[src/inc/ppqi_consts.svh]
// Constants for the port policing and queue index register block.
// Assumes one copy per switch port; offsets shown are for port 1.
`ifndef PPQI_CONSTS_SVH
`define PPQI_CONSTS_SVH

// ----------------------------------------------------------------
// Register byte offsets
// ----------------------------------------------------------------
`define PPQI_PTR_OFS 16'h1804
`define PPQI_CTL_OFS 16'h180c
`define PPQI_STAT_OFS 16'h1810
`define PPQI_TXQ_OFS 16'h1900

// ----------------------------------------------------------------
// Field positions in the policing control register
// ----------------------------------------------------------------
`define PPQI_CTL_EN 0
`define PPQI_CTL_BLIND 1
`define PPQI_CTL_SRP 2
`define PPQI_CTL_REMAP 3
`define PPQI_CTL_MARK 4
`define PPQI_CTL_NCOL_LO 5
`define PPQI_CTL_PERPORT 7
`define PPQI_CTL_TYPE_LO 8
`define PPQI_CTL_DROPALL 10
`define PPQI_CTL_DCOLOR 11

// Port selector and queue selector positions
`define PPQI_PTR_PORT_LO 16
`define PPQI_PTR_QUEUE_LO 0

// ----------------------------------------------------------------
// Writable masks and reset values
// ----------------------------------------------------------------
`define PPQI_CTL_WMASK 32'h00000fff
`define PPQI_PTR_WMASK 32'h00070003
`define PPQI_TXQ_WMASK 32'h00000003
`define PPQI_CTL_RESET 32'h00000020
`define PPQI_PTR_RESET 32'h00000000
`define PPQI_TXQ_RESET 32'h00000000

// Bus responses
`define PPQI_RESP_OKAY 2'h0
`define PPQI_RESP_SLVERR 2'h2

`endif

[src/inc/ppqi_pkg.sv]
// Types shared by the policing and queue index register block.
// Constants live in ppqi_consts.svh; this package holds types only.
package ppqi_pkg;

  // ----------------------------------------------------------------
  // Read channel states, Gray coded along idle-wait-respond
  // ----------------------------------------------------------------
  typedef enum logic [1:0] {
    PPQI_RD_IDLE = 2'h0,
    PPQI_RD_WAIT = 2'h1,
    PPQI_RD_RESP = 2'h3
  } ppqi_rd_e;

  // Statistics counter selection
  typedef enum logic [1:0] {
    PPQI_ST_DROP = 2'h0,
    PPQI_ST_GREEN = 2'h1,
    PPQI_ST_YELLOW = 2'h2,
    PPQI_ST_RED = 2'h3
  } ppqi_stat_e;

endpackage : ppqi_pkg
[src/design/ppqi_regs.sv]
// Policing control, port pointer and transmit queue index registers
// for one switch port, with the drop and color statistics counters.
// Assumes an AXI4-Lite master on aclk and a policing datapath that
// consumes the registered control outputs and reports packet events.
//
// Notes on behaviour
// - Enable bit turns policing and WRED on
// - Mode bit: one blind, zero color aware
// - Port-based bit keeps per port-queue state
// - Shared mode uses port zero settings everywhere
// - Type field picks red, yellow, green, dropped
// - Dropped-color bit counts only dropped colored packets
// - Drop-all drops everything above max threshold
// - SRP packets droppable only when bit set
// - Non-IP frames get default color, resets 01
// - Mark bit writes metered color into DSCP
// - Remap bit remaps DSCP color when aware
// - Queue index selects egress queue for access
// - Index byte also writable at last byte
// - Port selector picks port for indirect access
// - Queue selector picks queue for indirect access
`timescale 1ns/100ps
`include "ppqi_consts.svh"
module ppqi_regs #(
  parameter int PORTS = 3,
  parameter int CW = 32
) (
  input wire logic aclk,
  input wire logic aresetn,
  input wire logic [15:0] s_axi_awaddr,
  input wire logic [2:0] s_axi_awprot,
  input wire logic s_axi_awvalid,
  output logic s_axi_awready,
  input wire logic [31:0] s_axi_wdata,
  input wire logic [3:0] s_axi_wstrb,
  input wire logic s_axi_wvalid,
  output logic s_axi_wready,
  output logic [1:0] s_axi_bresp,
  output logic s_axi_bvalid,
  input wire logic s_axi_bready,
  input wire logic [15:0] s_axi_araddr,
  input wire logic [2:0] s_axi_arprot,
  input wire logic s_axi_arvalid,
  output logic s_axi_arready,
  output logic [31:0] s_axi_rdata,
  output logic [1:0] s_axi_rresp,
  output logic s_axi_rvalid,
  input wire logic s_axi_rready,
  input wire logic ev_valid,
  input wire logic [2:0] ev_port,
  input wire logic [1:0] ev_queue,
  input wire logic [1:0] ev_color,
  input wire logic ev_dropped,
  input wire logic [2:0] dp_port,
  output logic pol_active_q,
  output logic color_blind_q,
  output logic color_aware_q,
  output logic per_port_q,
  output logic [2:0] pol_port_q,
  output logic drop_all_q,
  output logic srp_drop_ok_q,
  output logic remap_en_q,
  output logic mark_en_q,
  output logic [1:0] non_ip_default_color_q,
  output logic [1:0] txq_index_q
);

  localparam int MAW = 6;
  localparam int DEPTH = PORTS * 16;

  // ----------------------------------------------------------------
  // Register state
  // ----------------------------------------------------------------
  logic [31:0] ctl_q;
  logic [31:0] ptr_q;
  logic [15:0] awaddr_q;
  logic [31:0] wdata_q;
  logic [3:0] wstrb_q;
  logic aw_got_q;
  logic w_got_q;
  logic [15:0] araddr_q;
  ppqi_pkg::ppqi_rd_e rd_q;
  ppqi_pkg::ppqi_rd_e rd_d;
  logic [CW-1:0] stat_rd_data;

  // ----------------------------------------------------------------
  // Write channel decode
  // ----------------------------------------------------------------
  // A write commits once both address and data are held
  wire aw_hs = s_axi_awvalid & s_axi_awready;
  wire w_hs = s_axi_wvalid & s_axi_wready;
  wire b_hs = s_axi_bvalid & s_axi_bready;
  wire wr_fire = aw_got_q & w_got_q & ~s_axi_bvalid;
  wire wr_ctl = wr_fire & (awaddr_q[15:2] == `PPQI_CTL_OFS >> 2);
  wire wr_ptr = wr_fire & (awaddr_q[15:2] == `PPQI_PTR_OFS >> 2);
  wire wr_txq = wr_fire & (awaddr_q[15:2] == `PPQI_TXQ_OFS >> 2);
  wire wr_stat = wr_fire & (awaddr_q[15:2] == `PPQI_STAT_OFS >> 2);
  wire wr_hit = wr_ctl | wr_ptr | wr_txq | wr_stat;
  wire aw_got_d = aw_hs | (aw_got_q & ~b_hs);
  wire w_got_d = w_hs | (w_got_q & ~b_hs);
  wire bvalid_d = wr_fire | (s_axi_bvalid & ~b_hs);

  // Byte enables expanded to a bit mask
  wire [31:0] strb_mask = {{8{wstrb_q[3]}}, {8{wstrb_q[2]}},
                           {8{wstrb_q[1]}}, {8{wstrb_q[0]}}};
  // Only writable fields take data; reserved bits stay zero
  wire [31:0] ctl_m = strb_mask & `PPQI_CTL_WMASK;
  wire [31:0] ptr_m = strb_mask & `PPQI_PTR_WMASK;
  wire [31:0] ctl_d = (ctl_q & ~ctl_m) | (wdata_q & ctl_m);
  wire [31:0] ptr_d = (ptr_q & ~ptr_m) | (wdata_q & ptr_m);
  // Index byte reachable on lane 0 or aliased on lane 3
  wire [1:0] txq_d = wstrb_q[0] ? wdata_q[1:0] :
                     wstrb_q[3] ? wdata_q[25:24] : txq_index_q;

  // ----------------------------------------------------------------
  // Write channel handshake
  // ----------------------------------------------------------------
  // Ready held low while a captured item waits for its partner
  always_ff @(posedge aclk)
  begin
    if (!aresetn)
    begin
      aw_got_q <= 1'b0;
      w_got_q <= 1'b0;
      s_axi_awready <= 1'b0;
      s_axi_wready <= 1'b0;
      s_axi_bvalid <= 1'b0;
      s_axi_bresp <= `PPQI_RESP_OKAY;
    end
    else
    begin
      aw_got_q <= aw_got_d;
      w_got_q <= w_got_d;
      s_axi_awready <= ~aw_got_d;
      s_axi_wready <= ~w_got_d;
      s_axi_bvalid <= bvalid_d;
      if (wr_fire)
        s_axi_bresp <= wr_hit ? `PPQI_RESP_OKAY : `PPQI_RESP_SLVERR;
    end
  end

  // Payload capture, no reset needed on data
  always_ff @(posedge aclk)
  begin
    if (aw_hs)
      awaddr_q <= s_axi_awaddr;
    if (w_hs)
    begin
      wdata_q <= s_axi_wdata;
      wstrb_q <= s_axi_wstrb;
    end
  end

  // ----------------------------------------------------------------
  // Software-visible registers
  // ----------------------------------------------------------------
  // Statistics register is read only; writes there are ignored
  always_ff @(posedge aclk)
  begin
    if (!aresetn)
    begin
      ctl_q <= `PPQI_CTL_RESET;
      ptr_q <= `PPQI_PTR_RESET;
      txq_index_q <= 2'h0;
    end
    else
    begin
      if (wr_ctl)
        ctl_q <= ctl_d;
      if (wr_ptr)
        ptr_q <= ptr_d;
      if (wr_txq)
        txq_index_q <= txq_d;
    end
  end

  // ----------------------------------------------------------------
  // Control decode toward the policing datapath
  // ----------------------------------------------------------------
  // Every feature except the port-based bit, port selection and non-IP default color is gated by the enable
  wire en = ctl_q[`PPQI_CTL_EN];
  wire blind = ctl_q[`PPQI_CTL_BLIND];
  wire aware = en & ~blind;
  wire perport = ctl_q[`PPQI_CTL_PERPORT];
  // Shared mode points every port at the port zero rate settings
  wire [2:0] pol_port_d = perport ? dp_port : 3'h0;

  // Outputs registered so the datapath sees stable levels
  always_ff @(posedge aclk)
  begin
    if (!aresetn)
    begin
      pol_active_q <= 1'b0;
      color_blind_q <= 1'b0;
      color_aware_q <= 1'b0;
      per_port_q <= 1'b0;
      pol_port_q <= 3'h0;
      drop_all_q <= 1'b0;
      srp_drop_ok_q <= 1'b0;
      remap_en_q <= 1'b0;
      mark_en_q <= 1'b0;
      non_ip_default_color_q <= 2'h1;
    end
    else
    begin
      pol_active_q <= en;
      color_blind_q <= en & blind;
      color_aware_q <= aware;
      per_port_q <= perport;
      pol_port_q <= pol_port_d;
      drop_all_q <= en & ctl_q[`PPQI_CTL_DROPALL];
      srp_drop_ok_q <= en & ctl_q[`PPQI_CTL_SRP];
      remap_en_q <= aware & ctl_q[`PPQI_CTL_REMAP];
      mark_en_q <= en & ctl_q[`PPQI_CTL_MARK];
      non_ip_default_color_q <= ctl_q[`PPQI_CTL_NCOL_LO +: 2];
    end
  end

  // ----------------------------------------------------------------
  // Statistics counting
  // ----------------------------------------------------------------
  // Counters only move while policing runs; colored events may be
  // restricted to drops, dropped colored events on valid ports always hit the drop counter
  wire ev_ok = ev_valid & en & (ev_port < 3'(PORTS)) & (ev_color != 2'h0);
  wire inc_color = ev_ok & (~ctl_q[`PPQI_CTL_DCOLOR] | ev_dropped);
  wire inc_drop = ev_ok & ev_dropped;
  wire [MAW-1:0] color_idx = {ev_port[1:0], ev_queue, ev_color};
  wire [MAW-1:0] drop_idx = {ev_port[1:0], ev_queue, 2'h0};
  // Port and queue selectors plus type choose the readable counter
  wire [1:0] stat_type = ctl_q[`PPQI_CTL_TYPE_LO +: 2];
  wire [MAW-1:0] stat_idx = {ptr_q[`PPQI_PTR_PORT_LO +: 2],
                             ptr_q[`PPQI_PTR_QUEUE_LO +: 2], stat_type};
  wire stat_port_ok = ptr_q[`PPQI_PTR_PORT_LO +: 3] < 3'(PORTS);

  ppqi_stat_mem #(
    .DEPTH(DEPTH),
    .AW(MAW),
    .CW(CW)
  ) u_stat (
    .aclk(aclk),
    .aresetn(aresetn),
    .inc_a_en(inc_color),
    .inc_a_idx(color_idx),
    .inc_b_en(inc_drop),
    .inc_b_idx(drop_idx),
    .rd_idx(stat_idx),
    .rd_data_q(stat_rd_data)
  );

  // ----------------------------------------------------------------
  // Read channel
  // ----------------------------------------------------------------
  // Every read takes one wait cycle so the counter store can answer
  wire ar_hs = s_axi_arvalid & s_axi_arready;
  wire r_hs = s_axi_rvalid & s_axi_rready;
  wire rd_ctl = araddr_q[15:2] == `PPQI_CTL_OFS >> 2;
  wire rd_ptr = araddr_q[15:2] == `PPQI_PTR_OFS >> 2;
  wire rd_txq = araddr_q[15:2] == `PPQI_TXQ_OFS >> 2;
  wire rd_stat = araddr_q[15:2] == `PPQI_STAT_OFS >> 2;
  wire rd_hit = rd_ctl | rd_ptr | rd_txq | rd_stat;
  wire [31:0] stat_word = stat_port_ok ? 32'(stat_rd_data) : 32'h0;
  // Byte read at the last lane sees the index there; word reads stay clean
  wire [31:0] txq_word = (araddr_q[1:0] == 2'h3) ? {6'h0, txq_index_q, 24'h0} :
                         {30'h0, txq_index_q};
  // Reserved bits come back as zero from every register
  wire [31:0] rd_word = rd_ctl ? (ctl_q & `PPQI_CTL_WMASK) :
                        rd_ptr ? (ptr_q & `PPQI_PTR_WMASK) :
                        rd_txq ? txq_word :
                        rd_stat ? stat_word : 32'h0;

  // Read sequencing
  always_comb
  begin
    rd_d = rd_q;
    case (rd_q)
      ppqi_pkg::PPQI_RD_IDLE:
        if (ar_hs)
          rd_d = ppqi_pkg::PPQI_RD_WAIT;
      ppqi_pkg::PPQI_RD_WAIT:
        rd_d = ppqi_pkg::PPQI_RD_RESP;
      ppqi_pkg::PPQI_RD_RESP:
        if (r_hs)
          rd_d = ppqi_pkg::PPQI_RD_IDLE;
      default:
        rd_d = ppqi_pkg::PPQI_RD_IDLE;
    endcase
  end

  // Read state and answer registers
  always_ff @(posedge aclk)
  begin
    if (!aresetn)
    begin
      rd_q <= ppqi_pkg::PPQI_RD_IDLE;
      s_axi_arready <= 1'b0;
      s_axi_rvalid <= 1'b0;
      s_axi_rdata <= 32'h0;
      s_axi_rresp <= `PPQI_RESP_OKAY;
      araddr_q <= 16'h0;
    end
    else
    begin
      rd_q <= rd_d;
      s_axi_arready <= rd_d == ppqi_pkg::PPQI_RD_IDLE;
      s_axi_rvalid <= rd_d == ppqi_pkg::PPQI_RD_RESP;
      if (ar_hs)
        araddr_q <= s_axi_araddr;
      if (rd_q == ppqi_pkg::PPQI_RD_WAIT)
      begin
        s_axi_rdata <= rd_word;
        s_axi_rresp <= rd_hit ? `PPQI_RESP_OKAY : `PPQI_RESP_SLVERR;
      end
    end
  end
endmodule : ppqi_regs

[src/design/ppqi_stat_mem.sv]
// Statistics counter store: one counter per port, queue and type.
// Assumes the two increment indexes never collide in one cycle.
`timescale 1ns/100ps
module ppqi_stat_mem #(
  parameter int DEPTH = 48,
  parameter int AW = 6,
  parameter int CW = 32
) (
  input wire logic aclk,
  input wire logic aresetn,
  input wire logic inc_a_en,
  input wire logic [AW-1:0] inc_a_idx,
  input wire logic inc_b_en,
  input wire logic [AW-1:0] inc_b_idx,
  input wire logic [AW-1:0] rd_idx,
  output logic [CW-1:0] rd_data_q
);

  // ----------------------------------------------------------------
  // Counter array
  // ----------------------------------------------------------------
  logic [CW-1:0] cnt_q [DEPTH];

  // Counters saturate-free: wrap is acceptable for statistics
  always_ff @(posedge aclk)
  begin
    for (int i = 0; i < DEPTH; i++)
    begin
      if (!aresetn)
        cnt_q[i] <= '0;
      else if ((inc_a_en && (int'(inc_a_idx) == i)) ||
               (inc_b_en && (int'(inc_b_idx) == i)))
        cnt_q[i] <= cnt_q[i] + {{(CW-1){1'b0}}, 1'b1};
    end
  end

  // Registered read; out of range indexes read zero
  always_ff @(posedge aclk)
  begin
    if (!aresetn)
      rd_data_q <= '0;
    else if (int'(rd_idx) < DEPTH)
      rd_data_q <= cnt_q[rd_idx];
    else
      rd_data_q <= '0;
  end

endmodule : ppqi_stat_mem

[config.mk]
export PLATFORM = sky130hd
export DESIGN_NAME = ppqi_regs
export DESIGN_NICKNAME = d
export VERILOG_FILES = /design/src/inc/ppqi_pkg.sv /design/src/design/ppqi_regs.sv /design/src/design/ppqi_stat_mem.sv
export VERILOG_INCLUDE_DIRS = /design/src /design/src/inc
export SDC_FILE = /design/constraint.sdc
export NUM_CORES = 2
export LEC_CHECK = 0
export BUFFER_PORTS_ARGS = -buffer_cell sky130_fd_sc_hd__buf_2
export CORE_AREA = 4 4 370 463
export CTS_CLUSTER_DIAMETER = 60
export DETAILED_ROUTE_END_ITERATION = 10
export DIE_AREA = 0 0 374 467
export HOLD_SLACK_MARGIN = 0.06
export PLACE_DENSITY = 0.76
export SLEW_MARGIN = 20
export SYNTH_ARGS = -nofsm -noshare
export SYNTH_HDL_FRONTEND = slang
export SYNTH_HIERARCHICAL = 1
export SYNTH_SLANG_ARGS = --single-unit
[constraint.sdc]
create_clock -name aclk -period 8.2 [get_ports aclk]
set_input_delay 0 -clock aclk [delete_from_list [all_inputs] [get_ports aclk]]
set_output_delay 0 -clock aclk [all_outputs]
set_load 0.02 [all_outputs]
Word-level counts from Yosys, hierarchy flattened:

Memories as Yosys holds them, arrays and structs flattened. A register that Yosys moved wholly into a read port is not among the register bits.
Cells that the tools add are included.
W data, S select, Z words.

* add/subtract/negate cells: 48
* $lt $le $gt $ge: 3
* equal/unequal tests: 70
* mux-type cells: 206
* bitwise logic cells: 97
* reductions and logical operators: 82

Operators by type and width (count)
* $mux W32: 53
* $add A32 B1 Y32 const B: 48
* $eq A6 B6 Y1 const B: 32
* $mux W1: 145
* $eq A14 B11 Y1 const B: 8
* $and A32 B32 Y32: 2
* $or A32 B32 Y32: 2
* $logic_and A1 B1 Y1: 60
* $or A1 B1 Y1: 58
* $eq A6 B5 Y1 const B: 8
* $and A32 B12 Y32: 1
* $and A32 B19 Y32: 1
* $eq A4 B4 Y1 const B: 8
* $not A12 Y32: 1
* $not A19 Y32: 1
* $mux W26: 1
* $and A1 B1 Y1: 25
* $eq A6 B4 Y1 const B: 4
* $eq A6 B3 Y1 const B: 2
* $logic_not A6 Y1: 2
* $logic_or A1 B1 Y1: 12
* $mux W2: 6
* $eq A4 B3 Y1 const B: 2
* $eq A2 B2 Y1 const B: 3
* 11 further kinds: 21

* register bits: 192
* RAM bits: 1536
* input bits: 93
* output and inout bits: 56
* logic and storage cells: 535
* memories: 1

Memories
* u_stat.cnt_q: depth 48, bits a word 32, read ports 49, clocked after Yosys merged registers in 1, wr ports 48, line ppqi_stat_mem.sv:22 `logic [CW-1:0] cnt_q [DEPTH];`

Logic depth before layout (Yosys ltp):

* word-level depth: 10
* depth in mapped cells: 11
* gate-level depth less buffers: 9

Cells and area by module:

Netlist, hierarchy kept.

By module, submodules not included
* ppqi_stat_mem: instances 1, cells each 8806, area each 95028.6 sq um, sequential area each 46764.9 sq um
* ppqi_regs: instances 1, cells each 425, area each 4609.4 sq um, sequential area each 2872.8 sq um

Least setup slack after synthesis:

Ideal clock, no wire load.

* path type: flip-flop to flip-flop
* start: register (tool-made name)
* end: memory u_stat.cnt_q[15][0], enable pin
* library setup time: 0.436 ns
* arrival: 3.268 ns
* data required time: 7.764 ns
* setup slack: 4.496 ns
* stages on the path, launching flop included: 7
* path buffers: 2
* period minus slack after synthesis: 3.704 ns
* path through: dfxtp_1 > nand4b_1 > a21oi_1 > or3b_2 > clkbuf_1 > clkbuf_1 > o221ai_1

RTL lines (line)
* end, declared: ppqi_stat_mem.sv:22

==> results.sh <==
export IMPL_synth_edf_count=1571
export IMPL_finalSetupViolCount=0
export IMPL_tns_ns=0
export IMPL_hold_class="in2reg"
export IMPL_p_per_area_mw_per_mm2=176
export IMPL_clkSlewWorstSetupHoldPaths_ns=0.07
export IMPL_hold_violations=0
export IMPL_place_gp_congestion=0.964
export IMPL_end_kind="register"
export IMPL_antenna_found_initial=14
export IMPL_grt_start_max_net_pins=124
export IMPL_synth_most_common_cell="edfxtp_1"
export IMPL_slew_headroom_pct=18.8
export IMPL_final_cells=11693
export IMPL_ys_flop_type="edfxtp_1"
export IMPL_start_util_pct=59.6
export IMPL_synth_seq_cells=1694
export IMPL_path_class="reg2reg"
export IMPL_synth_commonest_cells="edfxtp_1, nor2_1, xnor2_1"
export IMPL_startpoint_type="register"
export IMPL_period_needed_ns=4.47
export IMPL_worst_path_max_fanout=31
export IMPL_place_area_mm2=0.102
export IMPL_async_flop_share_pct=0
export IMPL_dieArea_mm2=0.175
export IMPL_num_vias=78632
export IMPL_yosysSeqAreaShare_pct=49.8
export IMPL_rows=168
export IMPL_cap_violations=0
export IMPL_dp_cells=11207
export IMPL_ios=149
export IMPL_max_stage_delay_ns=1.01
export IMPL_synth_largest_area_cell="edfxtp_1"
export IMPL_setup_slack_ns=3.73
export IMPL_reg2reg_depth=6
export IMPL_leakage_nw=34.0
export IMPL_holdPathEnd="wstrb_q[0]$_DFFE_PP_"
export IMPL_fill_cells=12381
export IMPL_clock_latency_ns=0.86
export IMPL_viasPerCell=6.72
export IMPL_ys_top_cells_by_area="edfxtp_1, mux4_2, nor2_1, xnor2_1, xor2_1"
export IMPL_io_buffers=123
export IMPL_wl_per_cell_um=25.0
export IMPL_antenna_left=0
export IMPL_chipWidth_um=374
export IMPL_timing_fmax_mhz=224
export IMPL_final_nets=9472
export IMPL_drive_gt1_share_pct=10.6
export IMPL_finalClockSkew_ns=0.0451
export IMPL_arrival_ns=5.13
export IMPL_grt_overflow=0
export IMPL_hold_depth=2
export IMPL_wl_um=293000
export IMPL_fp_coreArea_mm2=0.167
export IMPL_cts_tree="yes"
export IMPL_cp_slowest_cell="o22ai_1"
export IMPL_grt_pass1_wl_um=443000
export IMPL_cts_buffers=176
export IMPL_reg2reg_slack_ns=3.73
export IMPL_syn_inst=9231
export IMPL_drt_initial_drc_count=10397
export IMPL_status="finished clean"
export IMPL_ys_types=84
export IMPL_min_from="s_axi_wvalid"
export IMPL_dr_pass1_iters=7
export IMPL_cts_root_buffer="clkbuf_16"
export IMPL_synth_warnings=6
export IMPL_finish_instance_area_mm2=0.110
export IMPL_r2r_end="u_stat/cnt_q[24][17]$_SDFFCE_PN0P_"
export IMPL_drc_errors=0
export IMPL_grt_pass1_vias=73723
export IMPL_cts_htree_levels=4
export IMPL_track_usage_pct=32.6
export IMPL_synth_area_per_cell_um2=10.8
export IMPL_cts_buffer_depth=3
export IMPL_syn_area_mm2=0.0996
export IMPL_holdWs_ns=0.112
export IMPL_rsz0062_at_grt="false"
export IMPL_finalCritPeriodShare_pct=54.5
export IMPL_total_power_mw=19.2
export IMPL_ir_drop_v=0.000231
export IMPL_area_delta_synth_final_pct=10.1
export IMPL_place_ws_ns=3.86
export IMPL_worst_pin_slew_ns=1.21
export IMPL_post_route_util_pct=65.6
export IMPL_detailed_place_hpwl_um=205000
export IMPL_numClockSinks=1694
export IMPL_cts_resized=0
export IMPL_path_cells="nand4b_1 -> nor2_1 -> nand3b_1 -> o22ai_1 -> nand2_1 -> a21oi_1"
export IMPL_worstPathRequired_ns=8.86
export IMPL_synth_top_cell_area_share_pct=47.3
export IMPL_die_h_um=467
export IMPL_drv_slew=0
[layer usage]
| layer | up-vias | wire length [um] | global-route usage (%) |
|---|---|---|---|
| met3 | 824 | 31300 | 6.65 |
| met4 | 6 | 20700 | 19.4 |
| met5 | - | 38 | 0 |
| li1 | 34677 | - | - |
| met1 | 38465 | 105000 | 42.0 |
| met2 | 4660 | 136000 | 51.4 |
[state kept, by name, indices dropped and copies added, names as in the netlist, 2 cells and up, named ones only]
signal,count
u_stat/cnt_q,1536
s_axi_rdata,32
u_stat/rd_data_q,32
wdata_q,17
araddr_q,16
awaddr_q,14
wstrb_q,4
pol_port_q,3
non_ip_default_color_q,2
rd_q,2
txq_index_q,2
[repair_timing]
action                                 CTS  global route
endpoints found under the hold margin  116             0
hold buffers                           153             0
setup buffers                            0             0
[cell families after synthesis]
family	share of synthesized area (%)
mux	9.27
buf+inv	2.68
simple gates	21.7
other cells	0.00376
compound gates	5.29
fa+ha+maj	0.603
flops	49.8
xor+xnor	10.6
[critical path, delay by kind of cell, from the launching register on]
kind | cells | cell delay, ns
flops | 1 | 0.77
compound gates | 2 | 1.41
simple gates | 4 | 2.04
[layout by cell type (no fill, tap or decap), drive strengths merged, types with 66 or more instances in the layout]
master       count
a21oi          298
nor2          1476
clkbuf         212
buf            221
o21ai          187
nor3           208
mux2i           66
dlygate4sd3    153
and3           256
mux4           369
and2            77
edfxtp        1571
nand2          597
inv            224
xor2           585
dfxtp          123
xnor2          626
a22oi          133
nor4           196
and4           158
clkinv          77
or3            175
nand4          406
nand3          523
or4             70
[power breakdown]
part,internal [mW],switching (mW),total [mW]
registers,9.72,0.413,10.1
logic,0.355,0.489,0.844
clock network,4.68,3.60,8.28
[cell type report]
cell class	count	area [um2]	share of cell area (%)
inverters	216	811	0.739
well taps	2210	2770	2.52
multi-input cells	6869	47600	43.4
clock inverters	113	1270	1.15
flip-flops and latches	1694	49600	45.3
clock buffers	212	4610	4.21
repair buffers	374	2990	2.73
diodes	5	12.5	0.0114
[how the worst max path moves through the flow]
| stage | cells after the start | start | slack [ns] | end |
|---|---|---|---|---|
| 3_5_place_dp | 6 | register | 3.86 | u_stat/cnt_q[27][30]$_SDFFCE_PN0P_ |
| 6_report | 6 | register | 3.73 | u_stat/cnt_q[24][17]$_SDFFCE_PN0P_ |
| 5_1_grt | 6 | register | 3.73 | u_stat/cnt_q[24][17]$_SDFFCE_PN0P_ |
| 2_1_floorplan | 6 | register | 4.50 | u_stat/cnt_q[15][0]$_SDFFCE_PN0P_ |
| 4_1_cts | 6 | register | 3.84 | u_stat/cnt_q[27][30]$_SDFFCE_PN0P_ |
| 3_3_place_gp | 6 | register | 3.95 | u_stat/cnt_q[27][31]$_SDFFCE_PN0P_ |
Note: power is estimated with default switching activity, not from simulation.
